==> config.mk <==
export PLATFORM = sky130hd
export DESIGN_NAME = ctxlp_top
export DESIGN_NICKNAME = d
export VERILOG_FILES = /design/src/inc/ctxlp_pkg.sv /design/src/design/ctxlp_top.sv
export SDC_FILE = /design/constraint.sdc
export NUM_CORES = 1
export LEC_CHECK = 0
export ABC_CLOCK_PERIOD_IN_PS = 6100
export BUFFER_PORTS_ARGS = -buffer_cell sky130_fd_sc_hd__buf_2
export CAP_MARGIN = 20
export CORE_MARGIN = 4
export CORE_UTILIZATION = 56
export DETAILED_ROUTE_END_ITERATION = 10
export MAX_ROUTING_LAYER = met4
export PLACE_DENSITY = 0.84
export SYNTH_ARGS = -nofsm -noshare
export SYNTH_HDL_FRONTEND = slang
export SYNTH_SLANG_ARGS = --single-unit
export TNS_END_PERCENT = 10
==> constraint.sdc <==
create_clock -name pclk -period 6.1 [get_ports pclk]
set_clock_uncertainty 0.1 [all_clocks]
set_input_delay 1.83 -clock pclk [delete_from_list [all_inputs] [get_ports pclk]]
set_output_delay 1.83 -clock pclk [all_outputs]
set_load 0.02 [all_outputs]
==> src/inc/ctxlp_pkg.sv <==
// Constants, state encoding and state record of the CAN transmit flag and low-power block
package ctxlp_pkg;

    // ------------------------------------------------------------
    // Geometry
    // ------------------------------------------------------------
    localparam int unsigned NUM_TX_BUF = 3;

    // ------------------------------------------------------------
    // Register byte offsets on the APB
    // ------------------------------------------------------------
    localparam logic [7:0] OFF_TX_FLAGS = 8'h00;  // tx_buffer_empty_flags
    localparam logic [7:0] OFF_TX_IER   = 8'h04;  // tx_interrupt_enable_reg
    localparam logic [7:0] OFF_TX_ARQ   = 8'h08;  // tx_abort_request_reg
    localparam logic [7:0] OFF_TX_AAK   = 8'h0C;  // tx_abort_acknowledge_reg
    localparam logic [7:0] OFF_CTRL0    = 8'h10;  // control_reg_0
    localparam logic [7:0] OFF_CTRL1    = 8'h14;  // control_reg_1
    localparam logic [7:0] OFF_STATUS   = 8'h18;  // mode status, read only

    // ------------------------------------------------------------
    // Field positions
    // ------------------------------------------------------------
    localparam int unsigned CTRL0_INIT_REQUEST  = 0;
    localparam int unsigned CTRL0_SLEEP_REQUEST = 1;
    localparam int unsigned CTRL0_WAKEUP_ENABLE = 2;
    localparam int unsigned CTRL1_LISTEN        = 0;
    localparam int unsigned CTRL1_STOP_IN_WAIT  = 1;
    localparam int unsigned STAT_INIT_ACK       = 0;
    localparam int unsigned STAT_SLEEP_ACK      = 1;
    localparam int unsigned STAT_WAKE_SYNC      = 2;
    localparam int unsigned STAT_RECOVERING     = 3;
    localparam int unsigned STAT_POWER_DOWN     = 4;

    // ------------------------------------------------------------
    // Reset values and counts
    // ------------------------------------------------------------
    localparam logic [2:0]  RST_TX_FLAGS        = 3'h7;
    localparam logic [2:0]  RST_TX_IER          = 3'h0;
    localparam logic [3:0]  WAKE_RECESSIVE_BITS = 4'hB;   // 11 bits
    localparam logic [7:0]  BUSOFF_OCCURRENCES  = 8'h80;  // 128 runs
    localparam logic [15:0] RST_RECOVERY_CYCLES = 16'h0040;

    // ------------------------------------------------------------
    // Mode state machine
    // ------------------------------------------------------------
    typedef enum logic [2:0] {
        ST_NORMAL     = 3'b000,
        ST_SLEEP      = 3'b001,
        ST_WAKE_SYNC  = 3'b010,
        ST_POWER_DOWN = 3'b011,
        ST_RECOVER    = 3'b100
    } ctxlp_state_t;

    typedef struct packed {
        logic [2:0]   flags;
        logic [2:0]   ier;
        logic [2:0]   arq;
        logic [2:0]   aak;
        logic         init_rq;
        logic         init_ak;
        logic         slp_rq;
        logic         wakeup_enable;
        logic         wakeup_enable_armed;
        logic         listen;
        logic         stop_in_wait;
        logic         pd_from_sleep;
        ctxlp_state_t state;
        logic [15:0]  cnt;
        logic [3:0]   run;
        logic [7:0]   occ;
        logic         busoff_done;
        logic [31:0]  prdata;
    } ctxlp_regs_t;

endpackage

==> src/design/ctxlp_top.sv <==
// CAN transmit empty flags, abort side effects, sleep, wake-up and power-down control
`timescale 1ns/100ps
`default_nettype none

module ctxlp_top
    import ctxlp_pkg::*;
#(
    parameter logic [15:0] RECOVERY_CYCLES = RST_RECOVERY_CYCLES
) (
    input  wire logic        pclk,
    input  wire logic        presetn,
    input  wire logic        ce,
    input  wire logic        psel,
    input  wire logic        penable,
    input  wire logic        pwrite,
    input  wire logic [7:0]  paddr,
    input  wire logic [31:0] pwdata,
    output logic      [31:0] prdata,
    output logic             pready,
    output logic             pslverr,
    input  wire logic        cpu_stop,
    input  wire logic        cpu_wait,
    input  wire logic        link_idle,
    input  wire logic [2:0]  tx_done,
    input  wire logic [2:0]  abort_done,
    input  wire logic        bit_tick,
    input  wire logic        bus_off,
    input  wire logic        core_tx_bit,
    input  wire logic        bus_receive_pin,
    output logic             bus_transmit_pin,
    output logic             core_rx_bit,
    output logic      [2:0]  tx_schedule,
    output logic      [2:0]  tx_abort_req,
    output logic      [2:0]  tx_buf_lock,
    output logic             tx_irq,
    output logic             link_active,
    output logic             link_halt,
    output logic             busoff_recovered
);

    // ------------------------------------------------------------
    // State record
    // ------------------------------------------------------------
    ctxlp_regs_t q;
    ctxlp_regs_t d;

    logic        pwr_down;
    logic        init_mode;
    logic        active;
    logic        wr_en;
    logic        mapped;
    logic [2:0]  sw_clr;
    logic [2:0]  hw_set;
    logic [31:0] rd_val;

    // Power-down request from the processor
    // stop, or wait when stop_in_wait is set
    assign pwr_down  = cpu_stop | (cpu_wait & q.stop_in_wait);
    assign init_mode = q.init_rq & q.init_ak;
    // Normal operation lets pending work run
    assign active    = (q.state == ST_NORMAL) & ~pwr_down & ~init_mode;
    // no register access in power down
    assign wr_en     = ce & psel & penable & pwrite & ~pwr_down;

    // ------------------------------------------------------------
    // Read decode
    // ------------------------------------------------------------
    // Read mux and unmapped detection
    always_comb begin
        rd_val = 32'h0000_0000;
        mapped = 1'b1;
        unique case (paddr)
            OFF_TX_FLAGS: rd_val[2:0] = q.flags;
            OFF_TX_IER:   rd_val[2:0] = q.ier;
            OFF_TX_ARQ:   rd_val[2:0] = q.arq;
            OFF_TX_AAK:   rd_val[2:0] = q.aak;
            OFF_CTRL0: begin
                rd_val[CTRL0_INIT_REQUEST]  = q.init_rq;
                rd_val[CTRL0_SLEEP_REQUEST] = q.slp_rq;
                rd_val[CTRL0_WAKEUP_ENABLE] = q.wakeup_enable;
            end
            OFF_CTRL1: begin
                rd_val[CTRL1_LISTEN]       = q.listen;
                rd_val[CTRL1_STOP_IN_WAIT] = q.stop_in_wait;
            end
            OFF_STATUS: begin
                rd_val[STAT_INIT_ACK]   = q.init_ak;
                rd_val[STAT_SLEEP_ACK]  = (q.state == ST_SLEEP);
                rd_val[STAT_WAKE_SYNC]  = (q.state == ST_WAKE_SYNC);
                rd_val[STAT_RECOVERING] = (q.state == ST_RECOVER);
                rd_val[STAT_POWER_DOWN] = (q.state == ST_POWER_DOWN);
            end
            default: mapped = 1'b0;
        endcase
    end

    // ------------------------------------------------------------
    // Next state
    // ------------------------------------------------------------
    // Register writes, flag updates and mode sequencing
    always_comb begin
        d      = q;
        sw_clr = 3'h0;
        hw_set = 3'h0;
        d.busoff_done = 1'b0;

        // Read data captured in the setup cycle
        if (psel & ~penable) begin
            d.prdata = pwr_down ? 32'h0000_0000 : rd_val;
        end

        // Acknowledge follows the init request one cycle later
        d.init_ak = q.init_rq;

        if (wr_en) begin
            unique case (paddr)
                OFF_TX_FLAGS: begin
                    // writable only when both init bits and the listen bit are low
                    if (~q.init_rq & ~q.init_ak & ~q.listen) begin
                        sw_clr = pwdata[2:0];
                    end
                end
                OFF_TX_IER: d.ier = pwdata[2:0];
                // Abort requests only stick on scheduled buffers
                OFF_TX_ARQ: d.arq = q.arq | (pwdata[2:0] & ~q.flags);
                OFF_CTRL0: begin
                    d.init_rq = pwdata[CTRL0_INIT_REQUEST];
                    d.wakeup_enable    = pwdata[CTRL0_WAKEUP_ENABLE];
                    if (pwdata[CTRL0_SLEEP_REQUEST]) begin
                        d.slp_rq = 1'b1;
                    end else if (q.state == ST_SLEEP) begin
                        d.slp_rq = 1'b0;
                    end
                end
                OFF_CTRL1: begin
                    d.listen       = pwdata[CTRL1_LISTEN];
                    d.stop_in_wait = pwdata[CTRL1_STOP_IN_WAIT];
                end
                default: ;
            endcase
        end

        hw_set = (tx_done | abort_done) & ~q.flags & {3{~pwr_down}};
        // set wins over a simultaneous software clear
        d.flags = (q.flags & ~sw_clr) | hw_set;
        d.aak   = (q.aak & ~sw_clr) | (abort_done & hw_set);
        d.arq   = d.arq & ~hw_set;

        if (init_mode) begin
            d.flags = RST_TX_FLAGS;
            d.arq   = 3'h0;
            d.aak   = 3'h0;
        end

        // Mode state machine
        unique case (q.state)
            ST_NORMAL: begin
                if (pwr_down) begin
                    d.state         = ST_POWER_DOWN;
                    d.pd_from_sleep = 1'b0;
                end else if (q.slp_rq & link_idle) begin
                    d.state      = ST_SLEEP;
                    d.wakeup_enable_armed = q.wakeup_enable;
                end
            end
            ST_SLEEP: begin
                if (pwr_down) begin
                    d.state         = ST_POWER_DOWN;
                    d.pd_from_sleep = 1'b1;
                end else if (~q.slp_rq) begin
                    d.state = ST_WAKE_SYNC;
                    d.run   = 4'h0;
                end else if (q.wakeup_enable_armed & ~bus_receive_pin) begin
                    d.state  = ST_WAKE_SYNC;
                    d.slp_rq = 1'b0;
                    d.run    = 4'h0;
                end
            end
            ST_WAKE_SYNC: begin
                if (pwr_down) begin
                    d.state         = ST_POWER_DOWN;
                    d.pd_from_sleep = 1'b0;
                end else if (bit_tick) begin
                    if (~bus_receive_pin) begin
                        d.run = 4'h0;
                    end else if (q.run == WAKE_RECESSIVE_BITS - 4'h1) begin
                        d.run   = 4'h0;
                        d.state = ST_NORMAL;
                    end else begin
                        d.run = q.run + 4'h1;
                    end
                end
            end
            ST_POWER_DOWN: begin
                if (~pwr_down) begin
                    // recovery only when not sleeping before
                    d.state = q.pd_from_sleep ? ST_SLEEP : ST_RECOVER;
                    d.cnt   = 16'h0000;
                end
            end
            ST_RECOVER: begin
                if (pwr_down) begin
                    d.state         = ST_POWER_DOWN;
                    d.pd_from_sleep = 1'b0;
                end else if (q.cnt >= RECOVERY_CYCLES - 16'h0001) begin
                    d.state = ST_NORMAL;
                    d.cnt   = 16'h0000;
                end else begin
                    d.cnt = q.cnt + 16'h0001;
                end
            end
            default: d.state = ST_NORMAL;
        endcase

        // ------------------------------------------------------------
        // Bus-off recovery counting
        // ------------------------------------------------------------
        // The run counter is shared with the wake-up sync, which only
        // uses it outside normal mode, so the two never collide.
        // The occurrence count is kept across sleep and power down.
        // bus-off run counting, held outside normal mode
        if (active & bus_off & bit_tick) begin
            if (~bus_receive_pin) begin
                // Dominant bit restarts the recessive run
                d.run = 4'h0;
            end else if (q.run == WAKE_RECESSIVE_BITS - 4'h1) begin
                // One full run of recessive bits seen
                d.run = 4'h0;
                if (q.occ == BUSOFF_OCCURRENCES - 8'h01) begin
                    d.occ         = 8'h00;
                    d.busoff_done = 1'b1;
                end else begin
                    d.occ = q.occ + 8'h01;
                end
            end else begin
                d.run = q.run + 4'h1;
            end
        end else if (~bus_off) begin
            // Count restarts with the next bus-off episode
            d.occ = 8'h00;
        end
    end

    // ------------------------------------------------------------
    // State register
    // ------------------------------------------------------------
    // Whole record in one register; clock enable freezes it all
    always_ff @(posedge pclk or negedge presetn) begin
        if (!presetn) begin
            q       <= '0;
            q.flags <= RST_TX_FLAGS;
            q.ier   <= RST_TX_IER;
        end else if (ce) begin
            q <= d;
        end
    end

    // ------------------------------------------------------------
    // Register bus answer
    // ------------------------------------------------------------
    // Read data registered in the setup cycle
    assign prdata  = q.prdata;
    assign pready  = ~pwr_down;
    // Unmapped offsets answer with an error
    assign pslverr = psel & penable & ~mapped;

    // ------------------------------------------------------------
    // Transmit side
    // ------------------------------------------------------------
    // listen mode starts no transmission
    assign tx_schedule  = ~q.flags & {3{active & ~q.listen}};
    assign tx_abort_req = q.arq & {3{active}};
    assign tx_buf_lock  = tx_schedule;
    assign tx_irq       = |(q.flags & q.ier);

    // ------------------------------------------------------------
    // Pins and link control
    // ------------------------------------------------------------
    // recessive pin unless in normal operation
    // The pin follows the power-down request at once, so a frame
    // that is cut off leaves the bus recessive, not stuck dominant.
    assign bus_transmit_pin = active ? core_tx_bit : 1'b1;
    // receive held recessive in sleep when wake-up not armed
    assign core_rx_bit      = ((q.state == ST_SLEEP) & ~q.wakeup_enable_armed) ? 1'b1
                                                                      : bus_receive_pin;
    // Protocol engine may run only in normal mode
    assign link_active      = (q.state == ST_NORMAL) & ~pwr_down;
    assign link_halt        = pwr_down | (q.state == ST_POWER_DOWN);
    // one-cycle pulse after the last recessive run
    assign busoff_recovered = q.busoff_done;

endmodule
`default_nettype wire

==> metrics.yaml <==
layoutNonFillerInstCount: 526
ys_types: 58
cts_root_buffer: "clkbuf_8"
fin_util: 0.645
intPower_w: 0.000658
portBuffers: 51
critPathLaunchType: "primary input"
power.total_w: 0.000995
ys_async_sr_fraction: 1.00
vdd_drop_max_mv: 0.189
fin_setup_tns_ps: 0
muxShareOfSynthArea: 0.0524
clkTransAtPathRegs_ps: 60
synth-edff-count: 0
setup_viol_count_final: 0
crit_path_end_kind: "primary output"
post_drt_via_cell_ratio: 6.14
insertion_delay_ps: 340
grt_pass1_wl_um: 14400
hold_viol: 0
synth_most_common_cell: "dfrtp_1"
synthAdderAreaFrac: 0.0140
crit_arrival_ps: 3440
die_w_um: 88.0
cts_resized: 0
synth.avg_cell_area_um2: 8.85
initial_utilization: 0.591
timing.final.crit_period_ps: 5370
yosys_warnings: 0
power_density_mw_per_mm2: 255
fp.dieH_um: 88.0
first_global_vias: 3027
vias: 3228
p_comb_frac: 0.238
clock_path_buffers: 2
crit_fanout: 6
run_status: "finished, final reports clean"
crit_required_ps: 4170
switchingPower_w: 0.000337
synth_compound_area_frac: 0.170
hold_path_depth: 2
reg2regPathDepth: 5
synth_area_leaders: "dfrtp_1 38%, buf_4 7.3%, o21ai_0 4.3%, nand2_1 3.7%, mux2_2 3.1%"
power_frac_seq: 0.445
tritoncts: "done"
drc: 0
postCtsSetupRepairBufs: 0
cts_buffers: 9
max-cap-violations: 0
core-area_mm2: 0.00606
grt_use_total: 0.247
gp_congestion: 0.918
grt_max_degree: 58
synthTopCellsByCount: "54 x dfrtp_1, 35 x buf_4, 35 x nand2_1"
n_antenna_cell: 0
ys.flop_type: "dfrtp_1"
r2r_start: "q[62]"
max_freq_ghz: 0.186
io_pins: 108
yosysSeqAreaShare: 0.399
drive_above_1_share: 0.195
rsz0062_at_grt: "false"
fp-row-count: 28
worstHoldEndpoint: "prdata[4]"
r2r_end: "q[62]"
nNetsFinal: 509
synth-simple-area-share: 0.251
fillers: 519
ys_ff_latch: 57
synth_cells: 405
drtPass1Iterations: 4
yosys.area_share.xor_xnor: 0.00244
ant_nets: 0
relSlewSlack: 0.357
die_area_mm2: 0.00774
overflow: 0
wire_per_inst_um: 16.3
clock-sinks: 57
worst_pin_slew_ps: 951
hold_path_class: "reg -> reg"
hold_buffers: 0
synth_top_family_by_area: "simple AND/OR/NAND/NOR gates"
period_share: 0.881
dp_cells: 510
path_class: "in -> out"
area_delta_synth_final_pct: 9.04
p_sw_frac: 0.338
hp-start: "prdata[4]"
synth_area_leader_cell: "dfrtp_1"
reg2reg_slack_ps: 3520
synth_top_area_frac: 0.377
report.final.slew_viol_count: 0
syn-cell-area_mm2: 0.00358
dp_hpwl_um: 6120
p_leak_nw: 1.86
cts_max_level: 3
routed_wl_um: 8570
clock_power_share: 0.316
first_iter_violations: 189
antenna_found_initial: 0
## placed cells by master (no fill, tap or decap), drive strengths merged, types with 16 or more instances in the layout
cell	synthesis	routed
buf	39	56
clkbuf	13	16
conb	1	27
dfrtp	54	54
inv	17	17
nand2	35	35
nand3	17	17
nor2	24	24
nor3	19	19
o21ai	32	32
## state kept, by name, indices dropped and copies added (netlist names)
signal and count:
prdata 5, busoff_recovered 1, q 50, d 1
## power groups by stage
stage | Clock, W | Sequential [W] | Combinational (W)
2_1_floorplan | 0 | 0.000420 | 0.000208
3_3_place_gp | 0 | 0.000445 | 0.000228
3_5_place_dp | 0 | 0.000448 | 0.000233
4_1_cts | 0.000317 | 0.000442 | 0.000235
5_1_grt | 0.000334 | 0.000449 | 0.000267
6_report | 0.000315 | 0.000443 | 0.000237
## through the flow
stage	hold WS, ps	worst slack (ps)	cell area (um^2)
floorplan	345	440	3680
global placement	370	916	3740
detailed placement	378	830	3740
CTS	390	805	3910
global route	432	602	3910
finish	388	727	3910
## layout make-up
class                   count  area (um^2)  area share
multi-input cells         305         1860       0.475
flip-flops and latches     57         1430       0.366
repair buffers             56          293      0.0749
clock buffers              16          170      0.0435
well taps                  75         93.8      0.0240
inverters                  17         63.8      0.0163
## how the worst max path moves through the flow
stage / startpoint / to / slack [ps] / depth (start not counted)
after floorplan: cpu_wait / tx_schedule[0] / 440 / 7
after global placement: cpu_wait / tx_buf_lock[2] / 920 / 7
after detailed placement: cpu_wait / tx_schedule[1] / 830 / 7
after CTS: cpu_wait / tx_schedule[1] / 800 / 7
after global routing: cpu_wait / tx_schedule[1] / 600 / 7
final: cpu_wait / tx_schedule[1] / 730 / 7
## layer usage
metal | track usage | share of wire | up-vias
met2 | 0.372 | 0.45 | 147
li1 | - | - | 1504
met3 | 0.0499 | 0.081 | 21
met1 | 0.324 | 0.44 | 1556
met5 | - | 0 | -
met4 | 0.105 | 0.025 | 0
## logic make-up (layout without fill, tap and decap cells)
family,after synthesis,count (layout)
flops,57,57
compound gates,91,91
xor+xnor,1,1
mux,16,16
buf+inv,69,89
other cells,1,27
fa+ha+maj,4,4
simple gates,166,166
## worst max-delay path, stage by stage
cell	delay [ps]
buf_2	100
a21o_1	200
or4_1	420
inv_1	250
nand2_1	160
nor3_1	250
buf_2	220
Power figures use the tool's default switching activity.
